$ cat config.mk
export PLATFORM = sky130hd
export DESIGN_NAME = pic_top
export DESIGN_NICKNAME = d
export VERILOG_FILES = /design/src/logic/pic_pkg.sv /design/src/logic/pic_top.sv
export SDC_FILE = /design/constraint.sdc
export NUM_CORES = 1
export LEC_CHECK = 0
export BUFFER_PORTS_ARGS = -buffer_cell sky130_fd_sc_hd__buf_2
export CAP_MARGIN = 20
export CELL_PAD_IN_SITES_DETAIL_PLACEMENT = 1
export CELL_PAD_IN_SITES_GLOBAL_PLACEMENT = 1
export CORE_ASPECT_RATIO = 1.2
export CORE_UTILIZATION = 45
export DETAILED_ROUTE_END_ITERATION = 6
export GPL_ROUTABILITY_DRIVEN = 0
export PLACE_DENSITY = 0.9
export SKIP_LAST_GASP = 1
export SYNTH_ARGS = -nofsm -noshare
export SYNTH_HDL_FRONTEND = slang
export SYNTH_SLANG_ARGS = --single-unit
$ cat constraint.sdc
create_clock -name aclk -period 5.9 [get_ports aclk]
set_input_delay 0.59 -clock aclk [delete_from_list [all_inputs] [get_ports aclk]]
set_output_delay 0.59 -clock aclk [all_outputs]
set_load 0.005 [all_outputs]
$ cat src/logic/pic_pkg.sv
// Package with register map, field layout, reset values and divider table of the periodic interrupt counter.
package pic_pkg;

    localparam int unsigned PIC_ADDR_W = 12;
    localparam int unsigned PIC_DATA_W = 32;
    localparam int unsigned PIC_PRESC_W = 18;

    localparam logic [PIC_ADDR_W-1:0] PIC_OFS_STATUS_CONTROL = 12'h000;
    localparam logic [PIC_ADDR_W-1:0] PIC_OFS_COUNT_VALUE = 12'h004;
    localparam logic [PIC_ADDR_W-1:0] PIC_OFS_WRAP_LIMIT = 12'h008;

    localparam int unsigned PIC_BIT_MATCH_FLAG = 7;
    localparam int unsigned PIC_BIT_SRC_HI = 6;
    localparam int unsigned PIC_BIT_SRC_LO = 5;
    localparam int unsigned PIC_BIT_IRQ_EN = 4;
    localparam int unsigned PIC_BIT_DIV_HI = 3;
    localparam int unsigned PIC_BIT_DIV_LO = 0;

    localparam logic [1:0] PIC_SRC_LOW_POWER = 2'h0;
    localparam logic [1:0] PIC_SRC_EXTERNAL = 2'h1;

    localparam logic [7:0] PIC_RST_BYTE = 8'h00;
    localparam logic [1:0] PIC_RST_SRC = 2'h0;
    localparam logic [3:0] PIC_RST_DIV = 4'h0;
    localparam logic [3:0] PIC_DIV_OFF = 4'h0;
    localparam logic [PIC_PRESC_W-1:0] PIC_RST_PRESC = 18'h00000;
    localparam logic [PIC_DATA_W-1:0] PIC_RST_WORD = 32'h00000000;

    localparam logic [1:0] PIC_RESP_OKAY = 2'h0;
    localparam logic [1:0] PIC_RESP_SLVERR = 2'h2;

    // Divide ratio for a divider select code; low-ratio bank (1 to 1024) when the source bit 0 is clear.
    function automatic logic [PIC_PRESC_W-1:0] pic_divisor(input logic src_bit0, input logic [3:0] code);
        logic [PIC_PRESC_W-1:0] d;
        d = 18'h00001;
        if (!src_bit0) begin
            unique case (code)
                4'h0: d = 18'h00001;
                4'h1: d = 18'h00008;
                4'h2: d = 18'h00020;
                4'h3: d = 18'h00040;
                4'h4: d = 18'h00080;
                4'h5: d = 18'h00100;
                4'h6: d = 18'h00200;
                4'h7: d = 18'h00400;
                4'h8: d = 18'h00001;
                4'h9: d = 18'h00002;
                4'ha: d = 18'h00004;
                4'hb: d = 18'h0000a;
                4'hc: d = 18'h00010;
                4'hd: d = 18'h00064;
                4'he: d = 18'h001f4;
                4'hf: d = 18'h003e8;
            endcase
        end else begin
            unique case (code)
                4'h0: d = 18'h00001;
                4'h1: d = 18'h00400;
                4'h2: d = 18'h00800;
                4'h3: d = 18'h01000;
                4'h4: d = 18'h02000;
                4'h5: d = 18'h04000;
                4'h6: d = 18'h08000;
                4'h7: d = 18'h10000;
                4'h8: d = 18'h003e8;
                4'h9: d = 18'h007d0;
                4'ha: d = 18'h01388;
                4'hb: d = 18'h02710;
                4'hc: d = 18'h04e20;
                4'hd: d = 18'h0c350;
                4'he: d = 18'h186a0;
                4'hf: d = 18'h30d40;
            endcase
        end
        return d;
    endfunction

endpackage

$ cat src/logic/pic_top.sv
// Periodic interrupt counter with AXI4-Lite register access and selectable prescaled source.
//
// Our own choices: the placing of the registers and register access over AXI4-Lite.
module pic_top (
    input wire logic aclk,
    input wire logic aresetn,
    input wire logic [pic_pkg::PIC_ADDR_W-1:0] s_axi_awaddr,
    input wire logic s_axi_awvalid,
    output logic s_axi_awready,
    input wire logic [pic_pkg::PIC_DATA_W-1:0] s_axi_wdata,
    input wire logic [3:0] s_axi_wstrb,
    input wire logic s_axi_wvalid,
    output logic s_axi_wready,
    output logic [1:0] s_axi_bresp,
    output logic s_axi_bvalid,
    input wire logic s_axi_bready,
    input wire logic [pic_pkg::PIC_ADDR_W-1:0] s_axi_araddr,
    input wire logic s_axi_arvalid,
    output logic s_axi_arready,
    output logic [pic_pkg::PIC_DATA_W-1:0] s_axi_rdata,
    output logic [1:0] s_axi_rresp,
    output logic s_axi_rvalid,
    input wire logic s_axi_rready,
    input wire logic low_power_1khz_osc,
    input wire logic external_ref_clock,
    input wire logic internal_ref_clock,
    input wire logic debug_halt,
    output logic periodic_irq
);
    import pic_pkg::*;

    typedef struct packed {
        logic awready;
        logic wready;
        logic arready;
        logic aw_held;
        logic [PIC_ADDR_W-1:0] aw_addr;
        logic w_held;
        logic [7:0] w_data;
        logic w_lane0;
        logic bvalid;
        logic [1:0] bresp;
        logic rvalid;
        logic [1:0] rresp;
        logic [PIC_DATA_W-1:0] rdata;
        logic match_flag;
        logic [1:0] source_select;
        logic periodic_irq_enable;
        logic [3:0] divider_select;
        logic [7:0] wrap_limit;
        logic [7:0] count_value;
        logic [PIC_PRESC_W-1:0] presc;
        logic [2:0] sync_a;
        logic [2:0] sync_b;
        logic [2:0] sync_c;
        logic irq;
    } pic_state_t;

    pic_state_t s;
    pic_state_t next_s;

    logic [2:0] src_pins;
    assign src_pins = {internal_ref_clock, external_ref_clock, low_power_1khz_osc};

    always_comb begin
        logic do_write;
        logic do_read;
        logic restart;
        logic src_edge;
        logic tick;
        logic [2:0] edges;
        logic [PIC_PRESC_W-1:0] div;
        logic [7:0] wb;
        do_write = 1'b0;
        do_read = 1'b0;
        restart = 1'b0;
        src_edge = 1'b0;
        tick = 1'b0;
        edges = 3'h0;
        div = 18'h00001;
        wb = 8'h00;
        next_s = s;

        // Each source pin passes two flip-flops; the third stage only serves edge detection.
        next_s.sync_a = src_pins;
        next_s.sync_b = s.sync_a;
        next_s.sync_c = s.sync_b;
        edges = s.sync_b & ~s.sync_c;

        // Source pick: 00 low power, 01 external, 1x internal.
        if (s.source_select == PIC_SRC_LOW_POWER) begin
            src_edge = edges[0];
        end else if (s.source_select == PIC_SRC_EXTERNAL) begin
            src_edge = edges[1];
        end else begin
            src_edge = edges[2];
        end

        div = pic_divisor(s.source_select[0], s.divider_select);

        // Write address and data are taken independently and held until both are present.
        if (s_axi_awvalid && s.awready) begin
            next_s.aw_held = 1'b1;
            next_s.aw_addr = s_axi_awaddr;
        end
        if (s_axi_wvalid && s.wready) begin
            next_s.w_held = 1'b1;
            next_s.w_data = s_axi_wdata[7:0];
            next_s.w_lane0 = s_axi_wstrb[0];
        end
        if (s.bvalid && s_axi_bready) begin
            next_s.bvalid = 1'b0;
        end
        if (next_s.aw_held && next_s.w_held && !next_s.bvalid) begin
            do_write = 1'b1;
            next_s.aw_held = 1'b0;
            next_s.w_held = 1'b0;
            next_s.bvalid = 1'b1;
            next_s.bresp = PIC_RESP_OKAY;
        end

        wb = next_s.w_data;

        // Counting: halted in debug and while the divider is off.
        if (!debug_halt && s.divider_select != PIC_DIV_OFF && src_edge) begin
            if (s.presc >= div - 18'h00001) begin
                next_s.presc = PIC_RST_PRESC;
                tick = 1'b1;
            end else begin
                next_s.presc = s.presc + 18'h00001;
            end
        end
        if (tick) begin
            if (s.count_value == s.wrap_limit) begin
                next_s.count_value = PIC_RST_BYTE;
                next_s.match_flag = 1'b1;
            end else begin
                next_s.count_value = s.count_value + 8'h01;
            end
        end

        if (do_write) begin
            unique case (next_s.aw_addr)
                PIC_OFS_STATUS_CONTROL: begin
                    if (next_s.w_lane0) begin
                        // A match in this same cycle wins over the clear.
                        if (wb[PIC_BIT_MATCH_FLAG] && !(tick && s.count_value == s.wrap_limit)) begin
                            next_s.match_flag = 1'b0;
                        end
                        if (wb[PIC_BIT_SRC_HI:PIC_BIT_SRC_LO] != s.source_select) begin
                            restart = 1'b1;
                        end
                        if (wb[PIC_BIT_DIV_HI:PIC_BIT_DIV_LO] != s.divider_select) begin
                            restart = 1'b1;
                        end
                        next_s.source_select = wb[PIC_BIT_SRC_HI:PIC_BIT_SRC_LO];
                        next_s.periodic_irq_enable = wb[PIC_BIT_IRQ_EN];
                        next_s.divider_select = wb[PIC_BIT_DIV_HI:PIC_BIT_DIV_LO];
                    end
                end
                PIC_OFS_COUNT_VALUE: begin
                    // Count register ignores writes.
                    next_s.bresp = PIC_RESP_OKAY;
                end
                PIC_OFS_WRAP_LIMIT: begin
                    if (next_s.w_lane0) begin
                        next_s.wrap_limit = wb;
                        restart = 1'b1;
                    end
                end
                default: begin
                    next_s.bresp = PIC_RESP_SLVERR;
                end
            endcase
        end

        if (restart) begin
            next_s.presc = PIC_RST_PRESC;
            next_s.count_value = PIC_RST_BYTE;
        end

        // Read channel: one read at a time, data captured at acceptance.
        if (s.rvalid && s_axi_rready) begin
            next_s.rvalid = 1'b0;
        end
        if (s_axi_arvalid && s.arready) begin
            do_read = 1'b1;
        end
        if (do_read) begin
            next_s.rvalid = 1'b1;
            next_s.rresp = PIC_RESP_OKAY;
            next_s.rdata = PIC_RST_WORD;
            unique case (s_axi_araddr)
                PIC_OFS_STATUS_CONTROL: begin
                    next_s.rdata[PIC_BIT_MATCH_FLAG] = s.match_flag;
                    next_s.rdata[PIC_BIT_SRC_HI:PIC_BIT_SRC_LO] = s.source_select;
                    next_s.rdata[PIC_BIT_IRQ_EN] = s.periodic_irq_enable;
                    next_s.rdata[PIC_BIT_DIV_HI:PIC_BIT_DIV_LO] = s.divider_select;
                end
                PIC_OFS_COUNT_VALUE: begin
                    next_s.rdata[7:0] = s.count_value;
                end
                PIC_OFS_WRAP_LIMIT: begin
                    next_s.rdata[7:0] = s.wrap_limit;
                end
                default: begin
                    next_s.rresp = PIC_RESP_SLVERR;
                end
            endcase
        end

        next_s.irq = next_s.match_flag && next_s.periodic_irq_enable;

        next_s.awready = !next_s.aw_held && !next_s.bvalid;
        next_s.wready = !next_s.w_held && !next_s.bvalid;
        next_s.arready = !next_s.rvalid;
    end

    always_ff @(posedge aclk) begin
        if (!aresetn) begin
            s <= '0;
        end else begin
            s <= next_s;
        end
    end

    assign s_axi_awready = s.awready;
    assign s_axi_wready = s.wready;
    assign s_axi_bvalid = s.bvalid;
    assign s_axi_bresp = s.bresp;
    assign s_axi_arready = s.arready;
    assign s_axi_rvalid = s.rvalid;
    assign s_axi_rresp = s.rresp;
    assign s_axi_rdata = s.rdata;
    assign periodic_irq = s.irq;

endmodule

# Word-level counts from Yosys, hierarchy flattened
# Memory sizes are Yosys's and may differ from the RTL's. A register that Yosys moved wholly into a read port is not among the register bits.
# Index checks and enable logic that the tools add are counted.
# op_classes
n_addsub	3
magnitude_cmp	1
n_eq_ne	8
mux	39
n_bitwise	3
reduce_logical	30
# op_table
operator	n
two-way mux 8 bit	5
two-way mux 18 bit	2
two-way mux 35 bit	1
equality test 12 x 3 -> 1 bit, second input constant	2
equality test 12 x 4 -> 1 bit, second input constant	2
zero test 12 bit	2
one-hot mux 8 bit (3 select lines)	1
adder 18 x 1 -> 18 bit, second input constant	1
>= comparator 18 bit	1
two-way mux 1 bit	18
subtractor 18 x 1 -> 18 bit, second input constant	1
two-way mux 16 bit	1
two-way mux 4 bit	4
logical AND 1 bit	14
two-way mux 13 bit	1
two-way mux 10 bit	1
adder 8 x 1 -> 8 bit, second input constant	1
equality test 8 bit	1
zero test 1 bit	7
AND reduction 3 bit	2
two-way mux 2 bit	2
!= test 4 bit	1
one-hot mux 2 bit (2 select lines)	1
nonzero test 4 bit	1
other kinds (10)	11
# word_totals
reg_bits	92
mem_bits_ro	432
n_memories	2
# memory_table
memory	words	width	read_ports	rd_clocked_by_memory_dff	wr	line_no	rtl
(no name shown)	16	16	1	1	0	pic_pkg.sv:56	unique case (code)
(no name shown)	16	11	1	1	0	pic_pkg.sv:37	unique case (code)

# Logic depth before layout (Yosys ltp)
# Gate-level depths: netlist (run 1).
# depth
depth_word	14
mapped_depth	18
mapped_depth_nobuf	15

# Worst setup path after synthesis (run 1)
# OpenSTA, ideal clock, no wires.
# synth_timing
path_kind	reg-to-reg
start	register s[49] (netlist name)
end	register s[51] (netlist name)
arrival_time_ns	3.746
setup_slack_ns	2.039
path_stages_with_launch	18
path_buffers	3
synth_period_minus_slack_ns	3.861
path_cell_list	dfxtp_1 buf_2 clkbuf_1 a21oi_1 or2_2 or2_2 nor2_1 nand2_1 a32oi_1 ha_1 a21o_1 a21o_1 a21oi_1 o21ai_1 o21ai_1 clkbuf_1 o21ai_0 and2_1
# synth_via
elab_chain_cells	12
# synth_rtl
element	line_no	rtl
from (decl)	pic_top.sv:59	pic_state_t s;
from (signal assigned)	pic_top.sv:223	s <= next_s;
two-way mux 18 bit or equality test 2 x 1 -> 1 bit (tied branches)	pic_pkg.sv:36, pic_top.sv:93	
subtractor 18 x 1 -> 18 bit or two-way mux 1 bit (tied branches)	pic_top.sv:126, pic_top.sv:93	
>= comparator 18 bit or two-way mux 1 bit (tied branches)	pic_top.sv:126, pic_top.sv:91	
two-way mux 1 bit or logical AND 1 bit (tied branches)	pic_top.sv:126, pic_top.sv:125	
two-way mux 1 bit (*)	pic_top.sv:125	if (!debug_halt && s.divider_select != PIC_DIV_OFF && src_edge) begin
logical AND 1 bit	pic_top.sv:147	if (wb[PIC_BIT_MATCH_FLAG] && !(tick && s.count_value == s.wrap_limit)) begin
zero test 1 bit	pic_top.sv:147	
logical AND 1 bit	pic_top.sv:147	
two-way mux 1 bit	pic_top.sv:147	
two-way mux 8 bit	pic_top.sv:145	if (next_s.w_lane0) begin
two-way mux 8 bit	pic_top.sv:143	unique case (next_s.aw_addr)
two-way mux 16 bit (*)	pic_top.sv:142	if (do_write) begin
# Mark *: on every way between the ends. The rest lies on a longest branch, timed or not.
# A chain may end at the register's enable or synchronous reset.

# Worst setup path in the final report (run 1)
# layout_timing
start	register s[49] (netlist name)
end	register s[29] (netlist name)
# layout_via
elab_chain_cells	7
# layout_rtl
element
branches (longest 7 deep; another with subtractor 18 x 1 -> 18 bit)
# Several ways; the timed one is not identified.

==> results of run 1 <==
kinds of logic (layout without fill, tap and decap cells):
kind of cell,Yosys count,in the layout,synth area share (%)
DFF,118,118,38.7
xor gates and xnor gates,39,39,5.59
adders and majority gates,27,27,5.53
buffers and inverters,86,117,7.78
AOI/OAI and AO/OA,123,123,13.8
other,1,25,0.0614
muxes,33,33,5.47
and+or+nand+nor,281,281,23.1
routing by layer:
metal	up-vias	wire, µm
met2	193	9550
li1	2468	-
met4	0	859
met5	-	0
met3	77	765
met1	2611	7180
worst paths after layout:
check                           from           end  slack [ns]  depth (start not counted)
setup / recovery               s[49]         s[29]        0.85                         15
hold / removal    external_ref_clock     next_s[5]        0.38                          2
setup reg to reg               s[49]         s[29]        0.85                         15
hold reg to reg                s[99]  s_axi_wready        0.44                          1
through the flow:
stage	std cells	util [%]	setup slack, ns
finish	931	52.6	0.848
global route	931	52.6	0.708
CTS	931	52.6	0.933
detailed placement	899	47.9	1.23
global placement	899	47.9	1.38
floorplan	732	-	2.04
layout make-up:
cell class / instances / area, µm²
fillers: 1579 / 6270
flip-flops and latches: 118 / 2360
well taps: 168 / 210
inverters: 21 / 80.1
multi-input cells: 528 / 3360
clock buffers: 17 / 425
repair buffers: 64 / 330
clock inverters: 15 / 195
worst max-delay path: stages (launching register included):
cell       delay [ns]
dfxtp_1          0.72
buf_4            0.38
mux2i_1          0.35
nor2b_1          0.27
nand2_1          0.13
nor3_1           0.51
a31oi_1          0.13
ha_1             0.33
nand4_1          0.14
a2111oi_0        0.55
nor3_1           0.09
o21ai_1          0.21
o21ai_1          0.29
buf_4            0.30
or2_2            0.31
a21boi_0         0.24
cells in the final DEF, fill, tap and decap left out, types with 9 or more instances in the layout:
cell       instances
a21boi_0          15
a21oi_1           31
and2_1            19
buf_2             60
clkbuf_16         17
conb_1            25
dfxtp_1          118
ha_1              27
inv_1             18
mux2i_1           30
nand2_1           75
nand2b_1           9
nand3_1           24
nand4_1           11
nor2_1            59
nor2b_1           24
nor3_1            13
nor4_1             9
o21ai_0           25
xnor2_1           13
xor2_1            26
power breakdown:
| part | internal (µW) | switching [µW] |
|---|---|---|
| Sequential | 812 | 11.4 |
| Combinational | 42.1 | 68.8 |
| Clock | 675 | 427 |
==> reports/qor.yml, run 1 <==
ys_top_cells_by_count: "dfxtp_1 (118), nand2_1 (75), nor2_1 (59), buf_4 (38), a21oi_1 (31)"
relSlewSlack_pct: 34.8
die-area_mm2: 0.0141
nNetsFinal: 848
top_usage_layer: "met2"
worstPathRequired_ns: 6.23
avgSynthCellArea_um2: 8.63
yosys.area.top_type_share_pct: 38.7
rows: 46
grt_usage_pct: 27.3
cp_data_arrival_time_ns: 5.38
cap_violations: 0
clkTransAtPathRegs_ns: 0.06
synthCells: 708
die_y_um: 130
path_max_fanout: 22
worstSetupEndpointType: "flip-flop"
antenna_found_initial: 0
ys_async_sr_fraction_pct: 0
finalWirelength_um: 18400
p_leak_uw: 0.00287
ant_nets: 0
period_share_pct: 85.6
detail_route.iter0.violations: 235
ctsHoldBuffers: 0
drc: 0
met3_usage_pct: 5.89
clk_latency_ns: 0.43
ios: 113
grt_overflow_total: 0
clock-sinks: 118
synth_ff_type: "dfxtp_1"
max-clock-path-buffers: 2
finalSetupTns_ns: 0
portBuffers: 60
hold_viol: 0
antenna_cells: 0
ys_seq_area_share_pct: 38.7
post-route-min-period_ns: 5.05
ir_drop_uv: 244
yosysTopAreaCell: "dfxtp_1"
p_total_uw: 2040
num_vias: 5349
hold_slack_ns: 0.379
met2_usage_pct: 48.4
yosysMostFrequentCell: "dfxtp_1"
synth_cell_types: 56
placed_area_mm2: 0.00635
core_area_mm2: 0.0132
met1_usage_pct: 28.9
setup_viol: 0
status: "finished, final reports clean"
drv_slew: 0
grt_pass1_wl_um: 29200
critPathKind: "flip-flop to flip-flop"
cts_setup_buffers: 0
grt_max_degree: 66
cp-start-kind: "flip-flop"
tightest_slew_ns: 0.978
area_delta_synth_final_pct: 14.0
yosysWarnings: 0
syn_area_mm2: 0.00611
fmax_ghz: 0.198
cts_resized: 0
rsz0062_at_grt: "no"
die_x_um: 108
drive_gt1_share_pct: 15.6
synth_edf_count: 0
first_pass_iters: 5
grt_pass1_vias: 5769
hpwl_um: 11400
cts_made_buffers: 17
wl_per_cell_um: 19.7
vias_per_cell: 5.75
design_area_mm2: 0.00697
cts_tree: "done"
cts.htree.levels: 4
power_density_mw_per_mm2: 292
ys_ff_latch: 118
root_buffer: "clkbuf_16"
synth_area_leaders: "dfxtp_1 (39%), ha_1 (5.5%), mux2i_1 (4.9%)"
start_util_pct: 46.2
hold_path.class: "input port to flip-flop"
fin_skew_ns: 0.0118
No activity file was read; power rests on OpenSTA's default activity.
==> inputs of run 2 (changes only) <==
--- a/config.mk
+++ b/config.mk
@@ -5,6 +5,7 @@
 export SDC_FILE = /design/constraint.sdc
 export NUM_CORES = 1
 export LEC_CHECK = 0
+export ABC_CLOCK_PERIOD_IN_PS = 5900
 export BUFFER_PORTS_ARGS = -buffer_cell sky130_fd_sc_hd__buf_2
 export CAP_MARGIN = 20
 export CELL_PAD_IN_SITES_DETAIL_PLACEMENT = 1
@@ -13,6 +14,7 @@
 export CORE_UTILIZATION = 45
 export DETAILED_ROUTE_END_ITERATION = 6
 export GPL_ROUTABILITY_DRIVEN = 0
+export GPL_TIMING_DRIVEN = 0
 export PLACE_DENSITY = 0.9
 export SKIP_LAST_GASP = 1
 export SYNTH_ARGS = -nofsm -noshare
==> reports/qor.yml, run 2 (same netlist as run 1, synthesis figures left out) <==
status: "finished, final reports clean"
antenna_cells: 0
cts_tree: "done"
die_x_um: 108
p_leak_uw: 0.00314
crit_path_frequent_cell: "o21ai_1"
drc: 0
clock-sinks: 118
hold_viol: 0
drv_slew: 0
max-clock-path-buffers: 2
area_delta_synth_final_pct: 20.7
clkTransAtPathRegs_ns: 0.06
layout_common_cells: "dfxtp_1 (118), nand2_1 (75), buf_2 (65)"
dp.cells: 958
worstPathRequired_ns: 6.20
grt_usage_pct: 30.3
finalSetupTns_ns: 0
cap_violations: 0
cts_made_buffers: 17
ant_nets: 0
finalWirelength_um: 20500
vias_per_cell: 5.75
num_vias: 5693
cts_setup_buffers: 0
die-area_mm2: 0.0141
ir_drop_uv: 207
layout_commonest_cell: "dfxtp_1"
tightest_slew_ns: 0.964
worst-path-buf-inv: 4
grt_pass1_wl_um: 32300
power_density_mw_per_mm2: 293
period_share_pct: 91.3
ios: 113
root_buffer: "clkbuf_16"
rows: 46
crit_family: "compound AO/OA/AOI/OAI gates"
start_util_pct: 46.2
stdcell_count: 990
critPathMaxStageDelay_ns: 0.74
cp_data_arrival_time_ns: 5.69
first_pass_iters: 5
grt_pass1_vias: 6130
grt_overflow_total: 0
wl_per_cell_um: 20.7
cts_resized: 0
grt_max_degree: 17
core_area_mm2: 0.0132
worstSetupEndpointType: "flip-flop"
ctsHoldBuffers: 0
portBuffers: 58
antenna_found_initial: 0
cts.htree.levels: 4
drive_gt1_share_pct: 19.2
hold_path.class: "input port to flip-flop"
die_y_um: 130
hpwl_um: 12400
nNetsFinal: 907
critPathKind: "flip-flop to flip-flop"
clk_latency_ns: 0.43
fin_skew_ns: 0.00681
cp-start-kind: "flip-flop"
crit_path_cell_trace: "buf_2 -> clkbuf_1 -> inv_1 -> a21boi_0 -> ha_1 -> o21ai_1 -> nor3_1 -> a31oi_1 -> ha_1 -> nand4_1 -> a2111oi_0 -> nor3_1 -> o21ai_1 -> o21ai_1 -> clkbuf_1 -> o21ai_2 -> a21oi_1"
fmax_ghz: 0.186
path_max_fanout: 10
post-route-min-period_ns: 5.39
setup_viol: 0
relSlewSlack_pct: 35.7
rsz0062_at_grt: "no"
slowest_stage: "a2111oi_0"
detail_route.iter0.violations: 310
[run 2: cell count changes in the layout (fill, tap and decap cells not counted), moves of 3 or more]
cell | before | now
buf_2 | 60 | 65
buf_4 | 4 | 38
clkbuf_1 | 0 | 18
clkbuf_8 | 0 | 4
clkinv_4 | 5 | 2
inv_6 | 4 | 1
[run 2: power by group]
group | switching [µW] | internal [µW]
combinational | 81.5 | 56.8
clock | 409 | 795
sequential | 9.10 | 812
[run 2: cell type report]
class,count,area (µm²)
fillers,1576,5860
multi-input cells,528,3360
flip-flops and latches,118,2360
clock buffers,21,480
plain buffers,65,395
repair buffers,58,290
well taps,168,210
clock inverters,11,194
inverters,21,80.1
[run 2: through the flow]
| stage | setup WS [ns] | cell area (µm²) | hold slack [ns] | utilization, % | total power, µW |
|---|---|---|---|---|---|
| 2_1_floorplan | 2.04 | 6200 | 0.398 | - | 921 |
| 5_1_grt | 0.116 | 7380 | 0.373 | 55.7 | 2210 |
| 4_1_cts | 0.498 | 7380 | 0.366 | 55.7 | 2160 |
| 3_3_place_gp | 1.18 | 6700 | 0.407 | 50.6 | 958 |
| 3_5_place_dp | 0.994 | 6700 | 0.421 | 50.6 | 966 |
| 6_report | 0.512 | 7380 | 0.365 | 55.7 | 2160 |
[run 2: worst register-to-register path: cells and delay by family (launching register included)]
kind | cells | cell delay [ns]
compound gates | 8 | 2.32
buf+inv | 4 | 1.20
simple gates | 3 | 0.84
flops | 1 | 0.32
fa+ha+maj | 2 | 0.58
[run 2: worst paths after layout]
kind | slack [ns] | to | startpoint | cells after the start
max reg2reg | 0.51 | s[34] | s[49] | 17
min | 0.37 | next_s[5] | external_ref_clock | 2
max | 0.51 | s[34] | s[49] | 17
min reg2reg | 0.43 | s_axi_awready | s[112] | 1
[run 2: per-layer routing]
metal  routed length, µm  track usage (%)
met5                   0                0
met4                 893             16.5
met3                 933             6.84
met2               10700             54.0
met1                8020             33.4
==> inputs of run 3 (changes only) <==
--- a/config.mk
+++ b/config.mk
@@ -8,14 +8,13 @@
 export ABC_CLOCK_PERIOD_IN_PS = 5900
 export BUFFER_PORTS_ARGS = -buffer_cell sky130_fd_sc_hd__buf_2
 export CAP_MARGIN = 20
-export CELL_PAD_IN_SITES_DETAIL_PLACEMENT = 1
-export CELL_PAD_IN_SITES_GLOBAL_PLACEMENT = 1
 export CORE_ASPECT_RATIO = 1.2
-export CORE_UTILIZATION = 45
+export CORE_UTILIZATION = 35
+export CTS_CLUSTER_SIZE = 40
 export DETAILED_ROUTE_END_ITERATION = 6
 export GPL_ROUTABILITY_DRIVEN = 0
 export GPL_TIMING_DRIVEN = 0
-export PLACE_DENSITY = 0.9
+export PLACE_DENSITY = 0.59
 export SKIP_LAST_GASP = 1
 export SYNTH_ARGS = -nofsm -noshare
 export SYNTH_HDL_FRONTEND = slang
==> reports/qor.yml, run 3 (same netlist as run 1, synthesis figures left out) <==
max-clock-path-buffers: 2
finalWirelength_um: 13700
root_buffer: "clkbuf_16"
grt_max_degree: 17
p_leak_uw: 0.00307
worstPathRequired_ns: 6.21
antenna_found_initial: 0
p_total_uw: 1920
cp-start-kind: "flip-flop"
slowest_stage: "o21ai_1"
drive_gt1_share_pct: 19.2
r2r_cells: 17
cap_violations: 0
fin_skew_ns: 0.0106
rrSetupSlack_ns: 0.66
hold_depth: 2
wl_per_cell_um: 13.2
period_share_pct: 88.7
start_util_pct: 36.0
core_area_mm2: 0.0170
drv_slew: 0
ios: 113
portBuffers: 58
rows: 52
placed_area_mm2: 0.00676
cts_resized: 0
first_pass_iters: 4
relSlewSlack_pct: 42.5
tightest_slew_ns: 0.857
cts_setup_buffers: 0
finalSetupTns_ns: 0
die-area_mm2: 0.0180
hold_end: "next_s[4]"
post-route-min-period_ns: 5.24
layout_commonest_cell: "dfxtp_1"
fmax_ghz: 0.191
crit_path_frequent_cell: "o21ai_1"
clk_latency_ns: 0.41
ant_nets: 0
critPathKind: "flip-flop to flip-flop"
hold_viol: 0
ir_drop_uv: 229
crit_path_cell_trace: "buf_2 -> clkbuf_1 -> inv_1 -> a21boi_0 -> ha_1 -> o21ai_1 -> nor3_1 -> nand2_1 -> a32oi_1 -> ha_1 -> a21o_1 -> a21oi_1 -> o21ai_1 -> o21ai_1 -> clkbuf_1 -> o21ai_0 -> and2_1"
detail_route.iter0.violations: 215
nFillCells: 1712
layout_common_cells: "dfxtp_1 (118), nand2_1 (75), buf_2 (65)"
design_area_mm2: 0.00733
path_max_fanout: 10
grt_usage_pct: 16.4
cts_made_buffers: 17
grt_pass1_vias: 4800
critPathMaxStageDelay_ns: 0.69
grt_pass1_wl_um: 22800
cts_tree: "done"
die_y_um: 147
power_density_mw_per_mm2: 262
hpwl_um: 10300
ctsHoldBuffers: 0
rr_endpoint: "s[51]"
antenna_cells: 0
clkTransAtPathRegs_ns: 0.06
worst-path-buf-inv: 4
drc: 0
area_delta_synth_final_pct: 19.9
nNetsFinal: 907
clock-sinks: 118
setup_viol: 0
die_x_um: 123
vias_per_cell: 4.73
cp_data_arrival_time_ns: 5.54
rsz0062_at_grt: "no"
hold_start: "low_power_1khz_osc"
worstReg2RegStart: "s[49]"
hold_path.class: "input port to flip-flop"
cts.htree.levels: 4
worstSetupEndpointType: "flip-flop"
grt_overflow_total: 0
num_vias: 4905
crit_family: "compound AO/OA/AOI/OAI gates"
status: "finished, final reports clean"
[run 3: changes by cell type in the layout (fill, tap and decap cells not counted), sizes merged]
cell	previous run	this run
bufinv	5	1
clkbuf	39	36
clkinv	5	8
clkinvlp	1	4
inv	21	22
[run 3: worst max path at each step]
| stage | startpoint | endpoint | slack (ns) | cells after the start |
|---|---|---|---|---|
| 4_1_cts | s[49] | s[51] | 0.65 | 17 |
| 3_3_place_gp | s[49] | s[51] | 0.69 | 17 |
| 6_report | s[49] | s[51] | 0.66 | 17 |
| 2_1_floorplan | s[49] | s[51] | 2.04 | 17 |
| 5_1_grt | s[49] | s[51] | 0.15 | 17 |
| 3_5_place_dp | s[49] | s[51] | 0.70 | 17 |
[run 3: worst register-to-register path, cell delays in order (launching register included)]
cell	delay, ns
dfxtp_1	0.30
buf_2	0.24
clkbuf_1	0.46
inv_1	0.19
a21boi_0	0.30
ha_1	0.24
o21ai_1	0.18
nor3_1	0.53
nand2_1	0.11
a32oi_1	0.26
ha_1	0.28
a21o_1	0.16
a21oi_1	0.17
o21ai_1	0.10
o21ai_1	0.69
clkbuf_1	0.45
o21ai_0	0.26
and2_1	0.21
[run 3: stage by stage]
stage | setup slack [ns] | cells | hold slack [ns] | util (%)
floorplan | 2.04 | 732 | 0.398 | -
global placement | 0.694 | 1006 | 0.414 | 39.8
detailed placement | 0.697 | 1006 | 0.419 | 39.8
CTS | 0.655 | 1038 | 0.359 | 43.2
global route | 0.151 | 1038 | 0.374 | 43.2
finish | 0.664 | 1038 | 0.381 | 43.2
[run 3: where the power goes]
part,total (µW),internal [µW],leakage [µW],switching (µW)
Clock,976,591,0.000269,385
Sequential,820,812,0.000956,7.41
Combinational,123,56.5,0.00185,66.5
Total,1920,1460,0.00307,459
[run 3: metal layers]
metal / track usage [%] / vias up / routed length, µm
met5: 0 / - / 0
li1: - / 2586 / -
met4: 7.01 / 0 / 249
met3: 4.15 / 16 / 441
met1: 19.4 / 2217 / 6170
met2: 27.5 / 86 / 6810
[run 3: final cells by class]
class / count / area [µm²] / share of cell area (%)
plain buffers: 65 / 395 / 5.40
clock buffers: 18 / 439 / 5.99
clock inverters: 14 / 128 / 1.74
inverters: 21 / 80.1 / 1.09
multi-input cells: 528 / 3360 / 45.9
flip-flops and latches: 118 / 2360 / 32.2
well taps: 216 / 270 / 3.69
repair buffers: 58 / 290 / 3.96
